--- src/common/jk_pair_pkg.sv ---
package jk_pair_pkg;

  // Number of independent storage cells
  localparam int unsigned NUM_CELLS = 2;

  // Output values after the synchronous reset
  localparam logic Q_RST  = 1'b0;
  localparam logic QN_RST = 1'b1;

  // Last-seen cell clock level after reset; high avoids a false edge
  localparam logic CELL_CLK_PREV_RST = 1'b1;

  // Edge action selected by {j, k_n}
  typedef enum logic [1:0] {
    ACT_CLEAR  = 2'b00,
    ACT_HOLD   = 2'b01,
    ACT_TOGGLE = 2'b10,
    ACT_SET    = 2'b11
  } jk_act_e;

  // Inputs of one cell, all driven by the surrounding logic
  typedef struct packed {
    logic cell_clk;
    logic preset_n;
    logic async_reset_n;
    logic j;
    logic k_n;
  } cell_in_s;

  // Output pair of one cell
  typedef struct packed {
    logic q;
    logic q_n;
  } cell_out_s;

endpackage

--- src/design/rise_detect.sv ---
`timescale 1ns/1ps

module rise_detect
  import jk_pair_pkg::*;
(
  input  wire logic mclk_i,
  input  wire logic rst_n_i,
  input  wire logic ce_i,
  input  wire logic level_i,
  output logic      rise_o
);

  logic prev_r;

  // Remember the level seen at the last enabled clock
  always_ff @(posedge mclk_i)
  begin
    if (!rst_n_i)
    begin
      prev_r <= CELL_CLK_PREV_RST;
    end
    else if (ce_i)
    begin
      prev_r <= level_i;
    end
  end

  // Low-to-high change since the last enabled clock
  assign rise_o = level_i & ~prev_r;

endmodule

--- src/design/dual_jk_edge_flip_flop.sv ---
`timescale 1ns/1ps

// Summary of operation
// - Two cells are built, each with its own clock, preset, reset, J, inverted-K and output pair.
// - Preset low alone drives the outputs to high/low and reset low alone drives them to low/high, ignoring cell clock, J and inverted-K.
// - Preset and reset both low drive both outputs high, a state dropped once either control goes high.
// - With both controls high the true output changes only at a rising edge of the cell clock.
// - At that edge J/inverted-K of low/low clears, high/low toggles, low/high holds and high/high sets.
// - Changes on J or inverted-K between rising edges leave the outputs as they were.

module dual_jk_edge_flip_flop
  import jk_pair_pkg::*;
(
  input  wire logic     mclk_i,
  input  wire logic     rst_n_i,
  input  wire logic     ce_i,
  input  wire cell_in_s cell_i [NUM_CELLS],
  output cell_out_s     cell_o [NUM_CELLS]
);

  ////////////////////////////////////////////////////////////////////////////////
  // Per-cell storage
  ////////////////////////////////////////////////////////////////////////////////

  logic q_r    [NUM_CELLS];
  logic qn_r   [NUM_CELLS];
  logic rise_w [NUM_CELLS];

  // One independent slice per cell, sharing only mclk_i, rst_n_i and ce_i
  for (genvar g = 0; g < NUM_CELLS; g++)
  begin : g_cell

    jk_act_e act_w;

    // Edge detect on this cell's own clock pin
    rise_detect u_rise (
      .mclk_i  (mclk_i),
      .rst_n_i (rst_n_i),
      .ce_i    (ce_i),
      .level_i (cell_i[g].cell_clk),
      .rise_o  (rise_w[g])
    );

    // Edge action from the data pins
    assign act_w = jk_act_e'({cell_i[g].j, cell_i[g].k_n});

    // Output pair update; asynchronous controls win over the clock path
    always_ff @(posedge mclk_i)
    begin
      if (!rst_n_i)
      begin
        q_r[g]  <= Q_RST;
        qn_r[g] <= QN_RST;
      end
      else if (ce_i)
      begin
        if (!cell_i[g].preset_n && !cell_i[g].async_reset_n)
        begin
          q_r[g]  <= 1'b1;
          qn_r[g] <= 1'b1;
        end
        else if (!cell_i[g].preset_n)
        begin
          q_r[g]  <= 1'b1;
          qn_r[g] <= 1'b0;
        end
        else if (!cell_i[g].async_reset_n)
        begin
          q_r[g]  <= 1'b0;
          qn_r[g] <= 1'b1;
        end
        else if (rise_w[g])
        begin
          unique case (act_w)
            ACT_CLEAR:
            begin
              q_r[g]  <= 1'b0;
              qn_r[g] <= 1'b1;
            end
            ACT_TOGGLE:
            begin
              q_r[g]  <= ~q_r[g];
              qn_r[g] <= q_r[g];
            end
            ACT_HOLD:
            begin
              q_r[g]  <= q_r[g];
              qn_r[g] <= ~q_r[g];
            end
            ACT_SET:
            begin
              q_r[g]  <= 1'b1;
              qn_r[g] <= 1'b0;
            end
          endcase
        end
        else
        begin
          // No edge: keep the true output, leave the both-high state
          q_r[g]  <= q_r[g];
          qn_r[g] <= ~q_r[g];
        end
      end
    end

    // Outputs straight from the pair registers
    assign cell_o[g] = cell_out_s'{q   : q_r[g],
                                   q_n : qn_r[g]};

    ////////////////////////////////////////////////////////////////////////////
    // Checks on this cell
    ////////////////////////////////////////////////////////////////////////////

    // Preset alone forces high/low on the next clock
    a_preset_forces: assert property (@(posedge mclk_i) disable iff (!rst_n_i)
      (ce_i && !cell_i[g].preset_n && cell_i[g].async_reset_n)
      |=> (q_r[g] && !qn_r[g]))
      else $error("preset did not force q high");

    // Reset alone forces low/high on the next clock
    a_reset_forces: assert property (@(posedge mclk_i) disable iff (!rst_n_i)
      (ce_i && cell_i[g].preset_n && !cell_i[g].async_reset_n)
      |=> (!q_r[g] && qn_r[g]))
      else $error("reset did not force q low");

    // Both controls low give both outputs high
    a_both_low: assert property (@(posedge mclk_i) disable iff (!rst_n_i)
      (ce_i && !cell_i[g].preset_n && !cell_i[g].async_reset_n)
      |=> (q_r[g] && qn_r[g]))
      else $error("both controls low did not raise both outputs");

    // No clock edge, controls high: true output stays
    a_no_edge_hold: assert property (@(posedge mclk_i) disable iff (!rst_n_i)
      (ce_i && cell_i[g].preset_n && cell_i[g].async_reset_n && !rise_w[g])
      |=> (q_r[g] == $past(q_r[g])))
      else $error("output changed without a clock edge");

    // Data moving between edges does not disturb the pair
    a_data_between: assert property (@(posedge mclk_i) disable iff (!rst_n_i)
      (ce_i && cell_i[g].preset_n && cell_i[g].async_reset_n && !rise_w[g]
       && (q_r[g] != qn_r[g]) && ($changed(cell_i[g].j) || $changed(cell_i[g].k_n)))
      |=> ($stable(q_r[g]) && $stable(qn_r[g])))
      else $error("data change between edges moved outputs");

    // Clear action at an edge
    a_edge_clear: assert property (@(posedge mclk_i) disable iff (!rst_n_i)
      (ce_i && cell_i[g].preset_n && cell_i[g].async_reset_n && rise_w[g]
       && !cell_i[g].j && !cell_i[g].k_n)
      |=> (!q_r[g] && qn_r[g]))
      else $error("edge with J and inverted K low did not clear");

    // Toggle action at an edge
    a_edge_toggle: assert property (@(posedge mclk_i) disable iff (!rst_n_i)
      (ce_i && cell_i[g].preset_n && cell_i[g].async_reset_n && rise_w[g]
       && cell_i[g].j && !cell_i[g].k_n)
      |=> (q_r[g] == !$past(q_r[g])))
      else $error("edge with J high and inverted K low did not toggle");

    // Hold action at an edge
    a_edge_hold: assert property (@(posedge mclk_i) disable iff (!rst_n_i)
      (ce_i && cell_i[g].preset_n && cell_i[g].async_reset_n && rise_w[g]
       && !cell_i[g].j && cell_i[g].k_n)
      |=> (q_r[g] == $past(q_r[g])))
      else $error("edge with J low and inverted K high did not hold");

    // Set action at an edge
    a_edge_set: assert property (@(posedge mclk_i) disable iff (!rst_n_i)
      (ce_i && cell_i[g].preset_n && cell_i[g].async_reset_n && rise_w[g]
       && cell_i[g].j && cell_i[g].k_n)
      |=> (q_r[g] && !qn_r[g]))
      else $error("edge with J and inverted K high did not set");

    // Complementary pair whenever a control is high
    a_pair_compl: assert property (@(posedge mclk_i) disable iff (!rst_n_i)
      (ce_i && (cell_i[g].preset_n || cell_i[g].async_reset_n))
      |=> (q_r[g] != qn_r[g]))
      else $error("outputs not complementary");

    // Enable low freezes the pair
    a_ce_freeze: assert property (@(posedge mclk_i) disable iff (!rst_n_i)
      (!ce_i) |=> ($stable(q_r[g]) && $stable(qn_r[g])))
      else $error("outputs moved with enable low");

  end

endmodule

--- config.mk ---
export PLATFORM = sky130hd
export DESIGN_NAME = dual_jk_edge_flip_flop
export DESIGN_NICKNAME = d
export VERILOG_FILES = /design/src/common/jk_pair_pkg.sv /design/src/design/rise_detect.sv /design/src/design/dual_jk_edge_flip_flop.sv
export SDC_FILE = /design/constraint.sdc
export NUM_CORES = 1
export LEC_CHECK = 0
export ABC_AREA = 0
export BUFFER_PORTS_ARGS = -buffer_cell sky130_fd_sc_hd__buf_2
export CAP_MARGIN = 20
export CELL_PAD_IN_SITES_DETAIL_PLACEMENT = 1
export CELL_PAD_IN_SITES_GLOBAL_PLACEMENT = 1
export CORE_MARGIN = 2
export CORE_UTILIZATION = 32
export DETAILED_ROUTE_END_ITERATION = 10
export PLACE_DENSITY_LB_ADDON = 0.1
export SETUP_SLACK_MARGIN = 0.4
export SLEW_MARGIN = 10
export SYNTH_ARGS = -nofsm -noshare
export SYNTH_HDL_FRONTEND = slang
export SYNTH_SLANG_ARGS = --single-unit
--- constraint.sdc ---
create_clock -name mclk_i -period 1.6 [get_ports mclk_i]
set_clock_uncertainty 0.05 [all_clocks]
set_input_delay 0.32 -clock mclk_i [delete_from_list [all_inputs] [get_ports mclk_i]]
set_output_delay 0.32 -clock mclk_i [all_outputs]
set_load 0.01 [all_outputs]
### After elaboration in Yosys (flattened, before gate mapping)

Memories as Yosys holds them, arrays and structs flattened.
Index checks and enable logic that the tools add are counted.

| storage, ports and cells | value |
|---|---|
| register bits after elaboration | 2 |
| RAM bits | 4 |
| output and inout bits | 4 |
| memories | 2 |

Memories:

| name | words | bits a word | read ports | clocked after memory_dff | write ports | line | text |
|---|---|---|---|---|---|---|---|
| q_r | 2 | 1 | 2 | 0 | 2 | dual_jk_edge_flip_flop.sv:25 | `logic q_r [NUM_CELLS];` |
| qn_r | 2 | 1 | 2 | 0 | 2 | dual_jk_edge_flip_flop.sv:26 | `logic qn_r [NUM_CELLS];` |

| operators by class | value |
|---|---|
| equal/unequal tests | 6 |
| mux-type cells | 141 |
| bitwise gates (word level) | 38 |
| reductions and logical operators | 8 |

Operators by type and width:

| operator | count |
|---|---|
| $mux 1 | 141 |
| $or 1x1->1 | 32 |
| $eq 2x2->1 const B | 4 |
| $eq 2x1->1 const B | 2 |
| $logic_not 1->1 | 4 |
| $logic_not 2->1 | 2 |
| $not 1->1 | 4 |
| $and 1x1->1 | 2 |
| $logic_and 1x1->1 | 2 |

### Longest topological paths before layout

| logic depth | value |
|---|---|
| word-level depth | 14 |
| depth in mapped cells | 4 |
| depth with buffers taken out | 4 |

### By module

A second synthesis with hierarchy kept.

| unflattened totals | value |
|---|---|
| cells, all modules | 42 |
| area, all modules | 389.1 um2 |

By module, submodules not included:

| module | times used | cells an instance | area each (um2) |
|---|---|---|---|
| dual_jk_edge_flip_flop | 1 | 34 | 309.0 |
| rise_detect | 2 | 4 | 40.0 |

### Worst setup path before layout

Ideal clock, no wire load.

| timing | value |
|---|---|
| path kind | reg2reg |
| start point | register g_cell[1].u_rise.prev_r |
| end point | memory q_r[1] (data pin) |
| library setup time | 0.268 ns |
| arrival time | 0.908 ns |
| data required time | 1.282 ns |
| path slack | 0.374 ns |
| stages on the path, launching flop included | 5 |
| buffers on the path | 0 |
| clock period less this slack | 1.226 ns |
| path through | dfxtp_1 nand2b_1 nor3b_2 o211a_1 o32ai_2 |

RTL lines:

| element | line | text |
|---|---|---|
| start: declaration | rise_detect.sv:13 | `logic prev_r;` |
| start signal: assignment | rise_detect.sv:24 | `prev_r <= level_i;` |
| end: declaration | dual_jk_edge_flip_flop.sv:25 |  |

==> results <==
- The detailed router finished its first iteration with 5 violations.
- The y dimension of the die is roughly 41 um.
- VDD sags by at most 0.347 mV.
- Setup slack closes at roughly 360 ps.
- The final setup violation count is 0.
- The synthesized net count is between 60 and 70.
- The mean routed wirelength per cell is approximately 12 um.
- 17 I/O pins were placed.
- Of the synthesized area, sequential elements account for 0.361.
- The effective utilization at floorplan is 0.341.
- Counting tap cells, the placed design contains a total of 73 instances.
- STA puts the critical path data required time at roughly 1200 ps.
- The first global-routing pass estimated 1.51 mm of wire.
- After the last flow step, the layout net total stands at 77.
- The clock period could shrink to between 1000 and 1500 ps.
- The synthesis-to-finish area growth is 25.1%.
- The clock passes through at most 2 buffers.
- The clock-pin slew reported for the worst setup and hold paths after clock tree synthesis is about 50 ps.
- In this run the power density over the cells is 772 nW/um^2.
- The global-route total usage across every layer is 0.141.
- In this design, the largest share of critical-path delay is due to flip-flops.
- The post-synthesis area per instance is 9.25 um^2.
- Clock tree synthesis found a total of 6 sinks.
- The number of global-route vias before repair is between 300 and 400.
- The total of fill cells in the finished design is ~170.
- TritonCTS built the clock tree.
- The leakage power total is about 0.24 nW.
- The cell area that synthesis handed to floorplanning was 444 um^2.
- The number of inserted diodes is 0.
- Along the worst path, the maximum fanout reaches 6.
- The number of clock buffers added by TritonCTS is 3.
- At the pin with the least slew margin, the transition time is 215 ps.
- The count of nets left with antenna violations once routing finished came out at 0.
- The root buffer cell chosen for the clock tree is sky130_fd_sc_hd__clkbuf_4.
- Dividing the detail-routed via count by the number of cells gives between 5 and 6.
- The total count of max-transition violations in the final report was 0.
- The register bit total from synthesis is 6.
- The final RePlAce weighted congestion is a little under 0.8.
- After floorplanning, the core was divided into 13 placement rows.
- The synthesis warning total is 0.
- The final total power is ~0.00043 W.
- The peak clock frequency supported by timing is 0.806 GHz.
- The die covers ~1700 um^2.
- The number of failing hold endpoints at the final stage is 0.
- The setup TNS is 0 ps.
- Setup repair after global routing could not meet its margin everywhere.
- The total wirelength of the detailed-routed design is a little over 900 um.
- The netlist uses 23 different library cells.
- The startpoint type of the worst setup path is a register.
- With fillers left out, the area of the finished cells amounts to approximately 560 um^2.
- The worst hold path class is in -> reg.
- The detailed-route DRC error count is 0.
- The run finished with clean final reports.
- The worst-case setup slack after placement is between 200 and 250 ps.
- The max capacitance violation total is 0.
- In the finished design, the share of the clock period the worst path needs comes to 0.775.
- The worst max-slew margin expressed relative to the limit is 0.856.
- The residual overflow from global routing is 0.
- The depth of the CTS H-tree is 1.
- In this run, post-CTS hold repair placed 0 buffers.
- The count of TritonRoute iterations in the first routing pass is 3.
- Walking the worst path, the cells encountered are buf_2.
- The worst setup path is of the reg -> out kind.
- The number of non-filler instances in the completed layout is 78.
- The number of buffers inserted by port buffering is 16.
- The number of instances in the synthesized netlist is 48.
- The critical path's largest stage delay is 450 ps.
- STA puts the critical path data arrival time at ~870 ps.
- The initial antenna violation count was 0.
- The core region is approximately 1300 um^2.
- The worst setup path is captured at an output port.
- After detailed placement, the total cell area comes to 510 um^2.
- In this run the horizontal extent of the chip is between 40 and 50 um.
- Counting both buffers and inverters, the worst setup path holds a total of 1.
- Entering global routing, the biggest net connects 14 pins.
- The detailed router placed 393 vias in this run.
- The slowest stage of the critical path is the sky130_fd_sc_hd__edfxtp_1 cell.
- The later pin in the worst-skew pair is clocked with a latency of ~240 ps.
- The proportion of layout cells with a drive suffix above 1 is 0.460.
[cells in the final DEF, fill, tap and decap left out, drive strengths merged]
| cell | netlist | layout |
|---|---|---|
| edfxtp | 4 | 4 |
| nor3b | 1 | 1 |
| nand3b | 1 | 1 |
| and3 | 1 | 1 |
| nand4 | 2 | 2 |
| dfxtp | 2 | 2 |
| o2111ai | 1 | 1 |
| nand2 | 6 | 6 |
| o21ai | 4 | 4 |
| nor3 | 1 | 1 |
| and3b | 1 | 1 |
| a21oi | 3 | 3 |
| nor2 | 2 | 2 |
| buf | 6 | 17 |
| o211a | 1 | 1 |
| mux2i | 3 | 3 |
| nand3 | 2 | 2 |
| nor2b | 2 | 2 |
| mux2 | 1 | 1 |
| nand2b | 3 | 3 |
| clkbuf | 0 | 4 |
| o32ai | 1 | 1 |
[final timing paths]
kind              slack, ps                                  from  depth (start not counted)                                    to
hold / removal          260                             cell_i[9]                          3  g_cell[0].u_rise.prev_r$_SDFFE_PN1P_
setup / recovery        360                      q_r[1]$_DFFE_PP_                          1                             cell_o[1]
hold reg to reg         450  g_cell[0].u_rise.prev_r$_SDFFE_PN1P_                          2  g_cell[0].u_rise.prev_r$_SDFFE_PN1P_
setup reg to reg        360  g_cell[1].u_rise.prev_r$_SDFFE_PN1P_                          4                      q_r[1]$_DFFE_PP_
[kinds of logic (layout without fill, tap and decap cells)]
family	Yosys count	in the layout	share of synthesized area
AND/OR/NAND/NOR	22	22	0.299
AO/OA/AOI/OAI	10	10	0.158
flip-flops	6	6	0.361
buffers and inverters	6	21	0.0901
multiplexers	4	4	0.0930
[cell usage after synthesis]
| library cell | number | area [um^2] |
|---|---|---|
| sky130_fd_sc_hd__nand2_1 | 6 | 22.5 |
| sky130_fd_sc_hd__o211a_1 | 1 | 10.0 |
| sky130_fd_sc_hd__nor2b_4 | 1 | 13.8 |
| sky130_fd_sc_hd__o21ai_0 | 4 | 20.0 |
| sky130_fd_sc_hd__mux2_2 | 1 | 11.3 |
| sky130_fd_sc_hd__nor3_1 | 1 | 5.00 |
| sky130_fd_sc_hd__and3_2 | 1 | 7.51 |
| sky130_fd_sc_hd__o2111ai_1 | 1 | 8.76 |
| sky130_fd_sc_hd__buf_4 | 4 | 30.0 |
| sky130_fd_sc_hd__nor2_1 | 2 | 7.51 |
| sky130_fd_sc_hd__o32ai_2 | 1 | 16.3 |
| sky130_fd_sc_hd__nand2b_1 | 3 | 18.8 |
| sky130_fd_sc_hd__buf_2 | 2 | 10.0 |
| sky130_fd_sc_hd__nand3b_1 | 1 | 7.51 |
| sky130_fd_sc_hd__dfxtp_1 | 2 | 40.0 |
| sky130_fd_sc_hd__and3b_1 | 1 | 8.76 |
| sky130_fd_sc_hd__a21oi_1 | 3 | 15.0 |
| sky130_fd_sc_hd__edfxtp_1 | 4 | 120 |
| sky130_fd_sc_hd__nor2b_1 | 1 | 6.26 |
| sky130_fd_sc_hd__nand4_1 | 2 | 12.5 |
| sky130_fd_sc_hd__mux2i_1 | 3 | 30.0 |
| sky130_fd_sc_hd__nor3b_2 | 1 | 12.5 |
| sky130_fd_sc_hd__nand3_1 | 2 | 10.0 |
[flip-flops by register name, summed over array words and instances (netlist names)]
register	cells
g_cell.u_rise.prev_r	2
q_r	2
qn_r	2
[report_power, final]
part           total (W)  switching [W]  internal [W]
registers       0.000188      0.0000103      0.000178
logic          0.0000882      0.0000430     0.0000453
clock network   0.000152      0.0000578     0.0000947
[routing by layer]
metal  global-route usage  vias to the layer above  part of all wire  wire, um
li1                     -                      203                 -         -
met1                0.190                      181              0.50       461
met2                0.195                        9              0.44       406
met3               0.0652                        0             0.049        45
met4               0.0484                        0                 0         0
met5                    0                        -                 0         0
[worst min-delay path, delay by kind of cell]
family / cells / cell delay (ps)
buffers and inverters: 1 / 80
muxes: 1 / 60
and+or+nand+nor: 1 / 60
[through the flow]
stage	util	hold slack (ps)
after global placement	0.392	419
after floorplan	-	392
after detailed placement	0.392	417
final	0.427	256
after CTS	0.413	248
after global routing	0.427	284
[area by class of cell]
cell class,instances,area (um^2),area share
clock buffer,4,26.3,0.0473
multi-input combinational,36,262,0.471
sequential,6,161,0.291
tap,15,18.8,0.0338
timing repair buffer,17,87.6,0.158
[what timing repair did]
item,CTS,global route
hold endpoints to repair,0,0
setup buffers,0,1
setup endpoints to repair,6,6
pin swaps,1,0
resized for setup,3,3
No activity file was read; power rests on OpenSTA's default activity.
